**src/rtl/epiu_pkg.sv**
```systemverilog
package epiu_pkg;

   // register indices on the plain register port
   localparam logic [2:0] REG_SENSE   = 3'h0;
   localparam logic [2:0] REG_ENABLE  = 3'h1;
   localparam logic [2:0] REG_FLAGS   = 3'h2;
   localparam logic [2:0] REG_MASK_LO = 3'h3;
   localparam logic [2:0] REG_MASK_HI = 3'h4;

   // bit positions in enable and flag registers
   localparam int BIT_DED = 0;
   localparam int BIT_LO  = 6;
   localparam int BIT_HI  = 7;

   // reset values
   localparam logic [7:0] RST_BYTE = 8'h00;

   // sense select encodings
   localparam logic [1:0] SENSE_LOW  = 2'h0;
   localparam logic [1:0] SENSE_ANY  = 2'h1;
   localparam logic [1:0] SENSE_FALL = 2'h2;
   localparam logic [1:0] SENSE_RISE = 2'h3;

   // request and acknowledge toward the cpu, one bit per vector
   typedef struct packed {
      logic hi;
      logic lo;
      logic ded;
   } epiu_vec_t;

endpackage

```
**src/rtl/epiu_top.sv**
```systemverilog
// Notes on behaviour
// - sense field 00 low level, 01 any change, 10 falling, 11 rising.
// - pin is registered before edge detect; pulses over a clock are caught.
// - dedicated request only with global bit and its enable bit set.
// - enable bit 7 enables the upper pin-change group on its vector.
// - enable bit 6 enables the lower pin-change group on its vector.
// - enable bit 0 enables dedicated pin; works even when pin is an output.
// - flag bit 7 sets on an enabled upper-group pin change.
// - flag bit 6 sets on an enabled lower-group pin change.
// - flag bit 0 sets on an edge or change of the dedicated pin.
// - set flag with its enable and global bit requests its vector.
// - a flag clears when the cpu takes its vector.
// - writing one clears a flag; writing zero leaves it.
// - dedicated flag is held clear while in low-level mode.
// - upper mask bits enable single pins only with upper group enable.
// - lower mask bits enable single pins only with lower group enable.
// - change and low-level wake terms use the raw pins; the wake output is registered.
// - edge detection needs the clock and stops when it halts.
`timescale 1ns/10ps
`default_nettype none
module epiu_top
   import epiu_pkg::*;
#(
   parameter int GRP_W = 8
) (
   input  wire logic              clk_sys,
   input  wire logic              sys_rst,
   input  wire logic [2:0]        reg_addr,
   input  wire logic [7:0]        reg_wdata,
   input  wire logic              reg_wr,
   input  wire logic              reg_rd,
   output logic      [7:0]        reg_rdata,
   input  wire logic              global_ie,
   input  wire logic              dedicated_irq_pin,
   input  wire logic [GRP_W-1:0]  upper_change_pins,
   input  wire logic [GRP_W-1:0]  lower_change_pins,
   input  wire epiu_pkg::epiu_vec_t vec_ack,
   output epiu_pkg::epiu_vec_t    irq_req,
   output logic                   wake_req
);
   import epiu_pkg::*;

   ////////////////////////////////////////////////////////////////////////
   // state
   logic [1:0]       sense_ff,   nxt_sense;
   logic [7:0]       enable_ff,  nxt_enable;
   epiu_vec_t        flags_ff,   nxt_flags;
   logic [GRP_W-1:0] mask_hi_ff, nxt_mask_hi;
   logic [GRP_W-1:0] mask_lo_ff, nxt_mask_lo;
   logic             ded_s_ff,   nxt_ded_s;
   logic             ded_p_ff,   nxt_ded_p;
   logic [GRP_W-1:0] hi_s_ff,    nxt_hi_s;
   logic [GRP_W-1:0] hi_p_ff,    nxt_hi_p;
   logic [GRP_W-1:0] lo_s_ff,    nxt_lo_s;
   logic [GRP_W-1:0] lo_p_ff,    nxt_lo_p;
   logic [7:0]       rdata_ff,   nxt_rdata;
   epiu_vec_t        req_ff,     nxt_req;
   logic             wake_ff,    nxt_wake;

   logic      ded_edge;
   logic      ded_low;
   logic      hi_chg;
   logic      lo_chg;
   logic      hi_wake;
   logic      lo_wake;
   epiu_vec_t w1c;

   ////////////////////////////////////////////////////////////////////////
   // pin sampling: inputs are synchronous, one register stage then history
   // sample before edge
   always_comb begin
      nxt_ded_s = dedicated_irq_pin;
      nxt_ded_p = ded_s_ff;
      nxt_hi_s  = upper_change_pins;
      nxt_hi_p  = hi_s_ff;
      nxt_lo_s  = lower_change_pins;
      nxt_lo_p  = lo_s_ff;
   end

   always_comb begin
      ded_low = (sense_ff == SENSE_LOW) && !ded_s_ff;
      unique case (sense_ff)
         SENSE_ANY:  ded_edge = ded_s_ff ^ ded_p_ff;
         SENSE_FALL: ded_edge = ded_p_ff & ~ded_s_ff;
         SENSE_RISE: ded_edge = ~ded_p_ff & ded_s_ff;
         default:    ded_edge = 1'b0;
      endcase
   end

   // per-pin mask gated by group enable
   // and the same for the lower group
   // compare with last value, or per group
   assign hi_chg = enable_ff[BIT_HI] & |((hi_s_ff ^ hi_p_ff) & mask_hi_ff);
   assign lo_chg = enable_ff[BIT_LO] & |((lo_s_ff ^ lo_p_ff) & mask_lo_ff);

   // clockless wake terms: raw pin against last sampled value
   assign hi_wake = enable_ff[BIT_HI]
                  & |((upper_change_pins ^ hi_s_ff) & mask_hi_ff);
   assign lo_wake = enable_ff[BIT_LO]
                  & |((lower_change_pins ^ lo_s_ff) & mask_lo_ff);

   ////////////////////////////////////////////////////////////////////////
   // register writes and flags
   always_comb begin
      w1c         = '0;
      nxt_sense   = sense_ff;
      nxt_enable  = enable_ff;
      nxt_mask_hi = mask_hi_ff;
      nxt_mask_lo = mask_lo_ff;
      if (reg_wr) begin
         unique case (reg_addr)
            REG_SENSE:   nxt_sense   = reg_wdata[1:0];
            REG_ENABLE:  nxt_enable  = reg_wdata & 8'hc1;
            REG_FLAGS:   w1c = '{hi:  reg_wdata[BIT_HI],
                                 lo:  reg_wdata[BIT_LO],
                                 ded: reg_wdata[BIT_DED]};
            REG_MASK_LO: nxt_mask_lo = reg_wdata[GRP_W-1:0];
            REG_MASK_HI: nxt_mask_hi = reg_wdata[GRP_W-1:0];
            default: ;
         endcase
      end
      nxt_flags = flags_ff & ~w1c & ~vec_ack;
      // upper flag set wins over clear
      if (hi_chg) nxt_flags.hi = 1'b1;
      // lower flag set wins over clear
      if (lo_chg) nxt_flags.lo = 1'b1;
      if (ded_edge) nxt_flags.ded = 1'b1;
      if (sense_ff == SENSE_LOW) nxt_flags.ded = 1'b0;
   end

   ////////////////////////////////////////////////////////////////////////
   // requests, wake and read data
   always_comb begin
      // enable bit 0, pin direction ignored
      nxt_req.ded = global_ie & enable_ff[BIT_DED]
                  & (flags_ff.ded | ded_low);
      nxt_req.hi  = global_ie & enable_ff[BIT_HI] & flags_ff.hi;
      nxt_req.lo  = global_ie & enable_ff[BIT_LO] & flags_ff.lo;
      // wake needs no edge; low level also wakes
      nxt_wake    = hi_wake | lo_wake
                  | (enable_ff[BIT_DED] & (sense_ff == SENSE_LOW)
                     & !dedicated_irq_pin);
      nxt_rdata = 8'h00;
      if (reg_rd) begin
         unique case (reg_addr)
            REG_SENSE:   nxt_rdata = {6'h00, sense_ff};
            REG_ENABLE:  nxt_rdata = enable_ff;
            REG_FLAGS:   nxt_rdata = {flags_ff.hi, flags_ff.lo, 5'h00,
                                      flags_ff.ded};
            REG_MASK_LO: nxt_rdata = mask_lo_ff;
            REG_MASK_HI: nxt_rdata = mask_hi_ff;
            default:     nxt_rdata = 8'h00;  // unmapped reads as zero
         endcase
      end
   end

   always_ff @(posedge clk_sys) begin
      if (sys_rst) begin
         sense_ff   <= 2'h0;
         enable_ff  <= RST_BYTE;
         flags_ff   <= '0;
         mask_hi_ff <= '0;
         mask_lo_ff <= '0;
         ded_s_ff   <= 1'b1;
         ded_p_ff   <= 1'b1;
         hi_s_ff    <= '0;
         hi_p_ff    <= '0;
         lo_s_ff    <= '0;
         lo_p_ff    <= '0;
         rdata_ff   <= RST_BYTE;
         req_ff     <= '0;
         wake_ff    <= 1'b0;
      end else begin
         sense_ff   <= nxt_sense;
         enable_ff  <= nxt_enable;
         flags_ff   <= nxt_flags;
         mask_hi_ff <= nxt_mask_hi;
         mask_lo_ff <= nxt_mask_lo;
         ded_s_ff   <= nxt_ded_s;
         ded_p_ff   <= nxt_ded_p;
         hi_s_ff    <= nxt_hi_s;
         hi_p_ff    <= nxt_hi_p;
         lo_s_ff    <= nxt_lo_s;
         lo_p_ff    <= nxt_lo_p;
         rdata_ff   <= nxt_rdata;
         req_ff     <= nxt_req;
         wake_ff    <= nxt_wake;
      end
   end

   assign reg_rdata = rdata_ff;
   assign irq_req   = req_ff;
   assign wake_req  = wake_ff;

   ////////////////////////////////////////////////////////////////////////
   // checks
   rise_sets_flag_a: assert property (
      @(posedge clk_sys) disable iff (sys_rst)
      (sense_ff == SENSE_RISE && ded_s_ff && !ded_p_ff) |=> flags_ff.ded)
      else $error("rising edge did not set dedicated flag");

   pulse_caught_a: assert property (
      @(posedge clk_sys) disable iff (sys_rst)
      (sense_ff == SENSE_ANY && $stable(sense_ff)
       && dedicated_irq_pin != $past(dedicated_irq_pin)) |-> ##2 flags_ff.ded)
      else $error("pin change not flagged within two cycles");

   ded_req_gate_a: assert property (
      @(posedge clk_sys) disable iff (sys_rst)
      irq_req.ded |-> $past(global_ie) && $past(enable_ff[BIT_DED]))
      else $error("dedicated request without enables");

   hi_req_a: assert property (
      @(posedge clk_sys) disable iff (sys_rst)
      (global_ie && enable_ff[BIT_HI] && flags_ff.hi) |=> irq_req.hi)
      else $error("upper request missing");

   lo_req_a: assert property (
      @(posedge clk_sys) disable iff (sys_rst)
      irq_req.lo |-> $past(flags_ff.lo) && $past(enable_ff[BIT_LO]))
      else $error("lower request without flag");

   ack_clears_a: assert property (
      @(posedge clk_sys) disable iff (sys_rst)
      (vec_ack.hi && !hi_chg) |=> !flags_ff.hi)
      else $error("taken vector did not clear upper flag");

   w1c_flag_a: assert property (
      @(posedge clk_sys) disable iff (sys_rst)
      (reg_wr && reg_addr == REG_FLAGS && !reg_wdata[BIT_LO] && flags_ff.lo)
      |=> flags_ff.lo)
      else $error("writing zero cleared lower flag");

   level_no_flag_a: assert property (
      @(posedge clk_sys) disable iff (sys_rst)
      (sense_ff == SENSE_LOW) |=> !flags_ff.ded)
      else $error("dedicated flag set in level mode");

   mask_gates_a: assert property (
      @(posedge clk_sys) disable iff (sys_rst)
      (!enable_ff[BIT_HI] && !flags_ff.hi && !vec_ack.hi
       && !(reg_wr && reg_addr == REG_ENABLE)) |=> !flags_ff.hi)
      else $error("upper flag set while group disabled");

   ////////////////////////////////////////////////////////////////////////
   // flag setting, clearing and output checks
   fall_sets_flag_a: assert property (
      @(posedge clk_sys) disable iff (sys_rst)
      (sense_ff == SENSE_FALL && !ded_s_ff && ded_p_ff) |=> flags_ff.ded)
      else $error("falling edge did not set dedicated flag");

   hi_flag_set_a: assert property (
      @(posedge clk_sys) disable iff (sys_rst)
      (enable_ff[BIT_HI] && |((hi_s_ff ^ hi_p_ff) & mask_hi_ff))
      |=> flags_ff.hi)
      else $error("enabled upper pin change did not set flag");

   lo_flag_set_a: assert property (
      @(posedge clk_sys) disable iff (sys_rst)
      (enable_ff[BIT_LO] && |((lo_s_ff ^ lo_p_ff) & mask_lo_ff))
      |=> flags_ff.lo)
      else $error("enabled lower pin change did not set flag");

   ded_req_level_a: assert property (
      @(posedge clk_sys) disable iff (sys_rst)
      (global_ie && enable_ff[BIT_DED] && flags_ff.ded) |=> irq_req.ded)
      else $error("dedicated request missing");

   lo_ack_clear_a: assert property (
      @(posedge clk_sys) disable iff (sys_rst)
      (vec_ack.lo && !lo_chg) |=> !flags_ff.lo)
      else $error("taken vector did not clear lower flag");

   ded_ack_clear_a: assert property (
      @(posedge clk_sys) disable iff (sys_rst)
      (vec_ack.ded && !ded_edge) |=> !flags_ff.ded)
      else $error("taken vector did not clear dedicated flag");

   w1c_ded_a: assert property (
      @(posedge clk_sys) disable iff (sys_rst)
      (reg_wr && reg_addr == REG_FLAGS && reg_wdata[BIT_DED] && !ded_edge)
      |=> !flags_ff.ded)
      else $error("writing one did not clear dedicated flag");

   lo_mask_gate_a: assert property (
      @(posedge clk_sys) disable iff (sys_rst)
      (!enable_ff[BIT_LO] && !flags_ff.lo && !vec_ack.lo
       && !(reg_wr && reg_addr == REG_ENABLE)) |=> !flags_ff.lo)
      else $error("lower flag set while group disabled");

   wake_low_a: assert property (
      @(posedge clk_sys) disable iff (sys_rst)
      (enable_ff[BIT_DED] && sense_ff == SENSE_LOW && !dedicated_irq_pin)
      |=> wake_req)
      else $error("low level did not raise wake");

   // no disable here: this one watches the reset itself
   reset_clears_a: assert property (
      @(posedge clk_sys)
      sys_rst |=> (irq_req == 3'h0 && reg_rdata == 8'h00 && !wake_req))
      else $error("outputs not cleared by reset");

endmodule
`default_nettype wire

```
**config.mk**
```make
export PLATFORM = sky130hd
export DESIGN_NAME = epiu_top
export DESIGN_NICKNAME = d
export VERILOG_FILES = /design/src/rtl/epiu_pkg.sv /design/src/rtl/epiu_top.sv
export SDC_FILE = /design/constraint.sdc
export NUM_CORES = 1
export LEC_CHECK = 0
export BUFFER_PORTS_ARGS = -buffer_cell sky130_fd_sc_hd__buf_2
export CORE_MARGIN = 5
export CORE_UTILIZATION = 50
export CTS_CLUSTER_SIZE = 40
export DETAILED_ROUTE_END_ITERATION = 12
export HOLD_SLACK_MARGIN = 0.15
export PLACE_DENSITY = 0.71
export RECOVER_POWER = 25
export SETUP_SLACK_MARGIN = 0.5
export SYNTH_ARGS = -nofsm -noshare
export SYNTH_HDL_FRONTEND = slang
export SYNTH_SLANG_ARGS = --single-unit
```
**constraint.sdc**
```tcl
create_clock -name clk_sys -period 2.9 [get_ports clk_sys]
set_input_delay 0.58 -clock clk_sys [delete_from_list [all_inputs] [get_ports clk_sys]]
set_output_delay 0.58 -clock clk_sys [all_outputs]
set_load 0.03 [all_outputs]
```
# ---- Word-level counts from Yosys, hierarchy flattened
# Index checks and enable logic that the tools add are counted.
dict set report totals {
  regBits 70
  out_inout_bits 12
  input_bits 36
  elab_cells 80
}
dict set report op_classes {
  n_bitwise 33
  n_mux 7
  n_eq_ne 7
  reduce_logical 15
}
# op n
set op_table {}
lappend op_table {{$pmux 8 s5} 1}
lappend op_table {{$and 8x8->8} 4}
lappend op_table {{$reduce_or 8->1} 4}
lappend op_table {{$xor 8x8->8} 4}
lappend op_table {{$and 1x1->1} 14}
lappend op_table {{$reduce_and 2->1} 4}
lappend op_table {{$and 3x3->3} 2}
lappend op_table {{$eq 3x2->1 const B} 2}
lappend op_table {{$mux 3} 2}
lappend op_table {{$not 3->3} 2}
lappend op_table {{$eq 2x2->1 const B} 2}
lappend op_table {{$reduce_or 2->1} 2}
lappend op_table {{$eq 3x1->1 const B} 1}
lappend op_table {{$eq 3x3->1 const B} 1}
lappend op_table {{$logic_not 3->1} 1}
lappend op_table {{$mux 1} 3}
lappend op_table {{$not 1->1} 3}
lappend op_table {{$or 1x1->1} 3}
lappend op_table {{$pmux 1 s3} 1}
lappend op_table {{$eq 2x1->1 const B} 1}
lappend op_table {{$logic_not 1->1} 2}
lappend op_table {{$logic_not 2->1} 1}
lappend op_table {{$logic_and 1x1->1} 1}
lappend op_table {{$xor 1x1->1} 1}

# ---- Depth between registers and ports, before layout
# Gate-level depths: netlist (run 1).
dict set report logic_depth {
  word_depth 7
  depth_mapped 7
  mapped_depth_nobuf 5
}

# ---- Worst setup path before layout (run 1)
# OpenSTA, ideal clock, no wires.
dict set report synth_path {
  path_kind {input -> register}
  start {input reg_addr[0]}
  end {register flags_ff[0] (netlist name)}
  n_path_buf 1
  arrival_ns 1.484
  setup_ns 0.135
  stages 5
  setup_slack_ns 1.281
  required_ns 2.765
  cell_sequence {buf_4 and4bb_1 a21oi_2 a2111oi_2 a211oi_1}
}
dict set report synth_between {
  elab_chain_len 7
}
# item line
set synth_rtl {}
lappend synth_rtl {{from (decl)} epiu_top.sv:28} ;# input wire logic [2:0] reg_addr,
lappend synth_rtl {{$eq 3x2->1} epiu_top.sv:111} ;# unique case (reg_addr)
lappend synth_rtl {{$mux 3} epiu_top.sv:111}
lappend synth_rtl {{$mux 3} epiu_top.sv:110} ;# if (reg_wr) begin
lappend synth_rtl {{$not 3->3} epiu_top.sv:122} ;# nxt_flags = flags_ff & ~w1c & ~vec_ack;
lappend synth_rtl {{$and 3x3->3 (2 in a row)} epiu_top.sv:122}
lappend synth_rtl {{$mux 1} epiu_top.sv:127} ;# if (ded_edge) nxt_flags.ded = 1'b1;
lappend synth_rtl {{to (signal assigned)} epiu_top.sv:176} ;# flags_ff <= nxt_flags;
lappend synth_rtl {{to (decl)} epiu_top.sv:47} ;# epiu_vec_t flags_ff, nxt_flags;
# No other way between the ends.
# A chain may end at the register's enable or synchronous reset.

# ---- Worst setup path after layout (run 1)
dict set report layout_path {
  start {input sys_rst}
  end {register hi_p_ff[0]}
}
# item line
set layout_lines {}
lappend layout_lines {{from (decl)} epiu_top.sv:27} ;# input wire logic sys_rst,
lappend layout_lines {{to (signal assigned)} epiu_top.sv:182} ;# hi_p_ff <= nxt_hi_p;
lappend layout_lines {{to (decl)} epiu_top.sv:53} ;# logic [GRP_W-1:0] hi_p_ff, nxt_hi_p;
# No word-level cell between the ends.

==> flow_summary.yaml, run 1 <==
synthesis:
  synthMuxAreaShare_pct: 2.11
  ys_types: 36
  synth.net_count: 330
  synth_adder_area_share_pct: 0.878
  netlist_area_sq_mm: 0.00285
  yosysTopAreaCell: "dfxtp_1"
  synth_compound_area_share_pct: 14.7
  yosysWarnings: 0
  synth_xor_area_share_pct: 9.83
  synth_seq_cells: 70
  synth_top_family_by_area: "simple AND/OR/NAND/NOR gates"
  netlist_top_cells_area: "dfxtp_1 49%, xor2_1 9.8%, nor2b_1 8.1%"
  syn_avg_cell_area_sq_um: 9.76
  synth_cells: 292
  yosys.area_share.simple_pct: 20.0
  synth.yosys.seq_area_share_pct: 49.2
  yosysTopAreaCellShare_pct: 49.2
sta:
  fin_tns_setup_ns: 0
  worstMarginPinSlew_ns: 1.09
  maxSlewViolCount: 0
  post-route-min-period_ns: 1.78
  setup_viol: 0
  finClkSkew_ns: 0.00361
  relSlewSlack_pct: 27.4
  fmax_mhz: 562
  finalCritPeriodShare_pct: 61.3
  worst_hold_slack_ns: 0.444
  rsz0062_at_grt: "no"
  hold_viol: 0
clock_tree:
  cts_hold_buffers: 0
  cts_buffers: 9
  cts_tree: "built"
  clk_latency_ns: 0.33
  cts_buffer_depth: 2
  clk_pin_slew_worst_paths_ns: 0.07
  cts_root_buffer: "clkbuf_8"
  postCtsResizedCells: 0
  clock_sinks: 70
  postCtsSetupRepairBufs: 0
  htreeDepth: 3
setup_path:
  start_kind: "primary input"
  critPathMaxFanout: 37
  rr_startpoint: "lo_s_ff[4]"
  timing.rr.end: "flags_ff[1]"
  worstSetupEndpointType: "flip-flop"
  rrSetupSlack_ns: 1.46
  r2r_cells: 4
  worstPathRequired_ns: 3.11
  worstSetupPathType: "primary input to flip-flop"
  cp.arrival_ns: 1.99
placed_design:
  port_buffers: 47
  dp_cells: 399
  place.gp.congestion: 0.905
  dp_hpwl_microns: 4500
job:
  max_cap_viol_count: 0
worst_hold_path:
  hold_path.class: "primary input to flip-flop"
  min_to: "ded_s_ff"
  hold_path_depth: 2
  hold_start: "dedicated_irq_pin"
power:
  clkPwrFrac_pct: 37.0
  share_comb_of_total_power_pct: 7.6
  p_sw_share_pct: 23.2
  p_leak_nw: 1.39
  power.density_mw_per_mm2: 560
  seqPwrFrac_pct: 55.4
  internal-power_mw: 1.41
  power_switching_mw: 0.425
  vdd_drop_max_mv: 0.293
detailed_routing:
  drtIter0Drc: 134
  dr_total_vias: 2175
  drc_errors: 0
  drt_first_pass_iters: 5
  routed_via_density: 5.25
  wl_per_cell_microns: 14.6
  final_antenna_net_count: 0
  totalWireLength_microns: 6060
floorplanning:
  die-area_sq_mm: 0.00731
  pin_count: 48
  row_count: 27
  core-area_sq_mm: 0.00554
  die_w_microns: 85.5
  die_h_microns: 85.5
  start_util_pct: 51.4
global_routing:
  grt_first_pass_wirelength_microns: 9960
  overflow: 0
  grt_max_degree: 38
  grt_pass1_vias: 2106
  antenna_found_initial: 0
  grtUsageTotal_pct: 17.5
finish:
  layout_commonest_cell: "dfxtp_1"
  insertedDiodeCount: 0
  final_cells: 414
  fin_nets: 376
  area_growth_pct: 14.7
  layout-drive-gt1-share_pct: 19.3
  final_cell_mix: "70 x dfxtp_1, 46 x buf_2, 37 x nor2b_1"
status:
  status: "finished clean"
-- cell usage after synthesis --
library cell  number
a2111oi_2          1
a211o_1            1
a211oi_1           1
a21oi_1           19
a21oi_2            2
a222oi_1           1
a22o_1             8
a22oi_1           16
a41oi_1            2
and2_1             2
and3_1             3
and3b_1            1
and4bb_1           1
buf_1              1
buf_2              1
buf_4              4
buf_6              2
clkbuf_1           5
dfxtp_1           70
ha_1               2
inv_1              4
mux2i_1            6
nand2_1           36
nand2b_1           3
nand3b_1           3
nor2_1            13
nor2b_1           37
nor3_1             3
nor3b_4            1
nor4b_2            1
o211a_1            1
o21ai_0            4
o2bb2ai_1          1
o41ai_1            2
or2_2              2
xor2_1            32
-- layout make-up --
cell class / instances / area, sq um
Clock inverter: 1 / 5.00
Fill cell: 529 / 2270
Timing Repair Buffer: 48 / 241
Clock buffer: 14 / 163
Multi-Input combinational cell: 205 / 1350
Inverter: 4 / 15.0
Tap cell: 72 / 90.1
Sequential cell: 70 / 1400
-- flip-flops by register name, summed over array words and instances (netlist names) --
register,cells
ded_p_ff,1
ded_s_ff,1
enable_ff,3
flags_ff,3
hi_p_ff,8
hi_s_ff,8
irq_req,3
lo_p_ff,8
lo_s_ff,8
mask_hi_ff,8
mask_lo_ff,8
reg_rdata,8
sense_ff,2
wake_req,1
-- worst max-delay path, cell delays in order --
cell,delay (ns)
clkbuf_1,0.78
buf_4,0.51
nor2b_1,0.09
-- how the worst max path moves through the flow --
stage,to,startpoint,slack (ns)
2_1_floorplan,flags_ff[0],reg_addr[0],1.28
3_3_place_gp,mask_lo_ff[0],reg_addr[0],1.15
3_5_place_dp,mask_lo_ff[7],reg_addr[0],1.07
4_1_cts,mask_lo_ff[7],reg_addr[0],1.43
5_1_grt,hi_p_ff[7],sys_rst,0.95
6_report,hi_p_ff[0],sys_rst,1.12
-- logic make-up (layout without fill, tap and decap cells) --
group	after synthesis	count (layout)
xor+xnor	32	32
fa+ha+maj	2	2
buf+inv	17	67
simple gates	106	106
mux	6	6
compound gates	59	59
flops	70	70
-- per-stage QoR --
stage	util (%)	area [sq um]	power (mW)	worst slack, ns
4_1_cts	59.0	3270	1.85	1.43
2_1_floorplan	-	2850	1.12	1.28
5_1_grt	59.0	3270	1.91	0.950
3_5_place_dp	56.0	3100	1.18	1.07
3_3_place_gp	56.0	3100	1.17	1.15
6_report	59.0	3270	1.83	1.12
-- metal layers --
metal / up-vias / global-route usage, % / wire (microns)
met4: 0 / 6.62 / 56
met1: 1014 / 22.9 / 2850
met2: 65 / 27.0 / 2720
li1: 1089 / - / -
met5: - / 0 / 0
met3: 7 / 5.57 / 438
-- power by group through the flow --
stage | Combinational (mW) | Clock [mW] | Sequential, mW
3_3_place_gp | 0.136 | 0 | 1.04
3_5_place_dp | 0.138 | 0 | 1.04
2_1_floorplan | 0.0918 | 0 | 1.03
6_report | 0.138 | 0.679 | 1.02
4_1_cts | 0.139 | 0.694 | 1.02
5_1_grt | 0.155 | 0.737 | 1.02
Note: power is estimated with default switching activity, not from simulation.
==> run 2: changes to the inputs <==
- clock period: 2.9 -> 1.69 ns (I/O delays scaled with it)
==> run 2 against run 1 <==
Net effect:
- clock-buffer cell count fell by 2
- flip-flop and latch count did not move
- register-to-register slack got worse by 1.1 ns
- cell count rose by 0.97%
- wire length is 8.2% higher
- largest power group unchanged
- combinational power grew 89%
- highest routed layer unchanged
- setup slack got worse by 0.75 ns
- final area increased by 6.2%
- non-clock buffer count increased by 3
==> flow_summary.yaml, run 2 (synthesis results as in run 1) <==
floorplanning:
  die_h_microns: 85.5
  core-area_sq_mm: 0.00554
  pin_count: 48
  die-area_sq_mm: 0.00731
  row_count: 27
  start_util_pct: 51.4
  die_w_microns: 85.5
sta:
  relSlewSlack_pct: 45.7
  maxSlewViolCount: 0
  fin_tns_setup_ns: 0
  post-route-min-period_ns: 1.32
  worstMarginPinSlew_ns: 0.815
  finClkSkew_ns: 0.00482
  rsz0062_at_grt: "yes"
  hold_viol: 0
  setup_viol: 0
  finalCritPeriodShare_pct: 78.1
  fmax_mhz: 758
power:
  p_leak_nw: 1.45
  total_power_mw: 3.49
  vdd_drop_max_mv: 0.655
  power.density_mw_per_mm2: 1010
global_routing:
  grt_first_pass_wirelength_microns: 10700
  antenna_found_initial: 0
  grt_pass1_vias: 2165
  overflow: 0
  grt_max_degree: 39
  grtUsageTotal_pct: 18.9
setup_path:
  slowest_delay_ns: 0.59
  worstPathRequired_ns: 1.91
  worstSetupPathType: "primary input to flip-flop"
  start_kind: "primary input"
  cp.arrival_ns: 1.54
  slowest_stage: "clkbuf_1"
  crit_chain: "clkbuf_1 -> buf_4 -> nor2_1"
  critPathMaxFanout: 38
  worstSetupEndpointType: "flip-flop"
detailed_routing:
  drc_errors: 0
  final_antenna_net_count: 0
  totalWireLength_microns: 6560
  dr_total_vias: 2191
  drtIter0Drc: 163
  drt_first_pass_iters: 4
  routed_via_density: 5.24
  wl_per_cell_microns: 15.7
placed_design:
  dp_hpwl_microns: 4670
  port_buffers: 47
  place.gp.congestion: 0.826
  post_dp_cell_area_sq_mm: 0.00314
clock_tree:
  clk_pin_slew_worst_paths_ns: 0.07
  cts_buffer_depth: 2
  cts_hold_buffers: 0
  clk_latency_ns: 0.34
  clock_sinks: 70
  cts_root_buffer: "clkbuf_8"
  htreeDepth: 3
  cts_buffers: 9
  cts_tree: "built"
finish:
  layout-drive-gt1-share_pct: 27.2
  stdcell_area_sq_mm: 0.00347
  fin_nets: 379
  multi_input_area_sq_mm: 0.00144
  final.fill_count: 489
  area_growth_pct: 21.8
  utilization_pct: 62.6
  final_cell_mix: "61 x dfxtp_1, 36 x nor2b_1, 35 x nand2_1"
  layout_commonest_cell: "dfxtp_1"
  ff_latch_area_sq_mm: 0.00141
  insertedDiodeCount: 0
status:
  status: "finished clean"
job:
  max_cap_viol_count: 0
worst_hold_path:
  hold_path.class: "primary input to flip-flop"
run 2: cell types whose count changed in the layout (fill, tap and decap cells not counted), sizes merged:
cell,delta
buf,+2
bufinv,+2
clkbuf,-1
clkinv,+1
run 2: worst max-delay path: cells and delay by family:
kind	cells	cell delay, ns
buffers and inverters	2	1.08
and+or+nand+nor	1	0.10
run 2: cell type report:
type                            count  area share, %
Timing Repair Buffer               51           8.69
Clock buffer                       12           4.18
Multi-Input combinational cell    205           41.4
Sequential cell                    70           40.7
Clock inverter                      4           2.02
Tap cell                           72           2.60
Inverter                            4          0.433
run 2: per-layer routing:
metal | track usage, % | vias up | wire length, microns
li1 | - | 1095 | -
met1 | 26.2 | 1011 | 3030
met4 | 9.06 | 0 | 146
met3 | 5.57 | 14 | 412
met2 | 26.8 | 71 | 2970
met5 | 0 | - | 0
run 2: path summary, 6_finish.rpt:
check        cells after the start  slack (ns)            to              start
max                              3        0.37  enable_ff[7]            sys_rst
min                              2        0.20      ded_s_ff  dedicated_irq_pin
max reg2reg                      4        0.39   flags_ff[1]         lo_s_ff[6]
min reg2reg                      1        0.49    hi_p_ff[4]         hi_s_ff[4]
run 2: where the power goes:
part           leakage (nW)  internal [mW]  switching (mW)
combinational         0.770          0.121           0.140
sequential            0.574           1.70          0.0434
clock                 0.110          0.868           0.615
total                  1.45           2.69           0.799
run 2: what timing repair did:
item	4_1_cts	5_1_grt
resized for setup	9	34
setup buffers	0	1
cloned	0	0
pin swaps	8	6
endpoints found under the setup margin	9	20
run 2: stage by stage:
stage          setup slack [ns]  instances  hold WS (ns)
3_5_place_dp              0.128        401         0.488
4_1_cts                   0.391        417         0.187
5_1_grt                   0.265        418         0.186
3_3_place_gp              0.206        401         0.476
6_report                  0.370        418         0.199
2_1_floorplan             0.426        292         0.455
==> run 3: changes to the inputs <==
- ABC_AREA: unset -> 1
- PLACE_DENSITY: 0.71 -> 0.74
- clock period: 1.69 -> 1.2 ns (I/O delays scaled with it)
==> run 3 against run 2 <==
Net effect:
- flip-flop and latch count unchanged
- synthesized cell count increased by 41%
- hold slack got worse by 0.11 ns
- setup slack got worse by 0.33 ns
- critical path type is now flip-flop to flip-flop
- clock power increased by 9%
- critical path depth increased by 4
- via count increased by 29%
- clock skew about the same
- wire length increased by 21%
- cell count increased by 33%
- global-route usage increased by 1.7 points
==> flow_summary.yaml, run 3 <==
floorplanning:
  die_w_microns: 86.5
  pin_count: 48
  die_h_microns: 86.5
  start_util_pct: 52.2
  row_count: 27
  die-area_sq_mm: 0.00748
  core-area_sq_mm: 0.00561
finish:
  layout_commonest_cell: "nand2_1"
  final_cell_mix: "86 x nand2_1, 55 x nor2_1, 47 x dfxtp_2"
  area_growth_pct: 41.6
  utilization_pct: 73.9
  fin_nets: 519
  layout-drive-gt1-share_pct: 46.6
  insertedDiodeCount: 0
  stdcell_area_sq_mm: 0.00414
global_routing:
  grtUsageTotal_pct: 20.6
  busiest_layer: "met2"
  met3_usage_pct: 5.99
  grt_pass1_vias: 2622
  grt_first_pass_wirelength_microns: 12000
  grt_max_degree: 38
  overflow: 0
  use_met1_pct: 25.4
  use_met2_pct: 34.5
  antenna_found_initial: 0
detailed_routing:
  final_antenna_net_count: 0
  drt_first_pass_iters: 4
  drc_errors: 0
  routed_via_density: 5.07
  totalWireLength_microns: 7950
  wl_per_cell_microns: 14.3
  drtIter0Drc: 150
  dr_total_vias: 2816
synthesis:
  synth_seq_cells: 70
  yosysTopAreaCell: "dfxtp_1"
  synth_most_common_cell: "nand2_1"
  netlist_top_cells_area: "dfxtp_1 48%, nand2_1 12%, inv_1 7.8%"
  synth.net_count: 450
  netlist_area_sq_mm: 0.00293
  syn_avg_cell_area_sq_um: 7.10
  ys_types: 25
  synth_cells: 412
  synthArstFlopShare_pct: 0
  ys.flop_type: "dfxtp_1"
  synth_edf_count: 0
  synthTopCellsByCount: "93 x nand2_1, 70 x dfxtp_1, 61 x inv_1"
  synth.yosys.seq_area_share_pct: 47.9
  yosysTopAreaCellShare_pct: 47.9
  yosysWarnings: 0
clock_tree:
  clk_latency_ns: 0.34
  cts_buffers: 9
  cts_tree: "built"
  cts_buffer_depth: 2
  clk_pin_slew_worst_paths_ns: 0.07
  htreeDepth: 3
  cts_root_buffer: "clkbuf_8"
  clock_sinks: 70
setup_path:
  worstSetupEndpointType: "flip-flop"
  crit_chain: "inv_2 -> ha_4 -> o21ai_2 -> o221ai_1 -> o21ai_1 -> nand2_1 -> nor2_2"
  rrSetupSlack_ns: 0.04
  rr_startpoint: "ded_s_ff"
  r2r_cells: 7
  critPathMaxFanout: 2
  worstPathRequired_ns: 1.47
  critPathTopFamily: "flip-flops"
  worstSetupPathType: "flip-flop to flip-flop"
  critPathBufInv: 1
  timing.rr.end: "flags_ff[0]"
  start_kind: "flip-flop"
  cp.arrival_ns: 1.44
  slowest_stage: "dfxtp_2"
  slowest_delay_ns: 0.33
sta:
  setup_viol: 0
  fmax_mhz: 862
  finClkSkew_ns: 0.00490
  maxSlewViolCount: 0
  hold_viol: 0
  finalCritPeriodShare_pct: 96.7
  relSlewSlack_pct: 46.6
  worstMarginPinSlew_ns: 0.801
  rsz0062_at_grt: "yes"
  post-route-min-period_ns: 1.16
worst_hold_path:
  hold_path.class: "primary input to flip-flop"
  hold_path_depth: 3
  min_to: "ded_s_ff"
  hold_start: "dedicated_irq_pin"
power:
  power.density_mw_per_mm2: 1140
  total_power_mw: 4.71
  p_leak_nw: 1.80
  vdd_drop_max_mv: 0.783
job:
  max_cap_viol_count: 0
placed_design:
  post_dp_cell_area_sq_mm: 0.00341
  dp_hpwl_microns: 5110
  port_buffers: 47
  place.gp.congestion: 0.845
status:
  status: "finished clean"
run 3: cell count changes after synthesis, sizes merged, moves of 8 or more:
cell / previous run / this run
xor2: 32 / 0
o21ai: 4 / 33
a21oi: 21 / 38
nor2b: 37 / 0
nand2: 36 / 96
inv: 4 / 63
a22o: 8 / 0
nor2: 13 / 61
nand3: 0 / 26
a22oi: 16 / 0
run 3: how the worst max path moves through the flow:
stage,end,depth (start not counted),from
after floorplan,flags_ff[0],7,ded_s_ff
after global placement,reg_rdata[0],7,reg_addr[1]
after detailed placement,reg_rdata[0],7,reg_addr[1]
after CTS,flags_ff[1],7,lo_s_ff[1]
after global routing,flags_ff[0],7,ded_s_ff
final,flags_ff[0],7,ded_s_ff
run 3: cells by family after synthesis:
group,count (synthesis),share of synthesized area (%)
adders and majority gates,2,0.855
AOI/OAI and AO/OA,79,14.4
and+or+nand+nor,189,26.6
buffers and inverters,72,10.3
DFF,70,47.9
run 3: area by class of cell:
type / count / area (sq um)
flip-flops and latches: 70 / 1460
clock inverters: 2 / 10.0
clock buffers: 11 / 151
multi-input cells: 272 / 1620
repair buffers: 65 / 539
fillers: 415 / 1460
well taps: 72 / 90.1
inverters: 63 / 270
run 3: where the power goes:
group	switching (mW)	total [mW]	leakage [nW]	internal, mW
Clock	0.802	1.62	0.0869	0.821
Combinational	0.354	0.599	1.12	0.245
Sequential	0.0736	2.49	0.591	2.42
Total	1.23	4.71	1.80	3.48
run 3: per-stage QoR:
| step | setup slack (ns) | TNS, ns | cells | hold WS [ns] |
|---|---|---|---|---|
| after floorplan | 0.169 | 0 | 412 | 0.337 |
| after global placement | 0.00120 | 0 | 531 | 0.434 |
| after CTS | 0.104 | 0 | 549 | 0.0855 |
| final | 0.0394 | 0 | 555 | 0.0869 |
| after detailed placement | -0.00459 | -0.00459 | 531 | 0.435 |
| after global routing | -0.0482 | -0.0845 | 555 | 0.0892 |
run 3: worst register-to-register path, cell delays in order, from the launching register on:
cell and delay, ns:
dfxtp_2 0.33, inv_2 0.07, ha_4 0.20, o21ai_2 0.10, o221ai_1 0.11, o21ai_1 0.11, nand2_1 0.09, nor2_2 0.10
run 3: timing repair:
action | in CTS | in global routing
gates cloned | 1 | 1
setup endpoints to repair | 44 | 45
gates resized for setup | 101 | 64
pin swaps | 24 | 15
hold endpoints to repair | 18 | 10
setup buffers | 4 | 5
run 3: per-layer routing:
layer  vias to the layer above  wire, microns  part of all wire, %
met2                        76           4000                   50
met5                         -              0                    0
li1                       1443              -                    -
met1                      1281           3270                   41
met4                         0            146                  1.8
met3                        16            529                  6.7
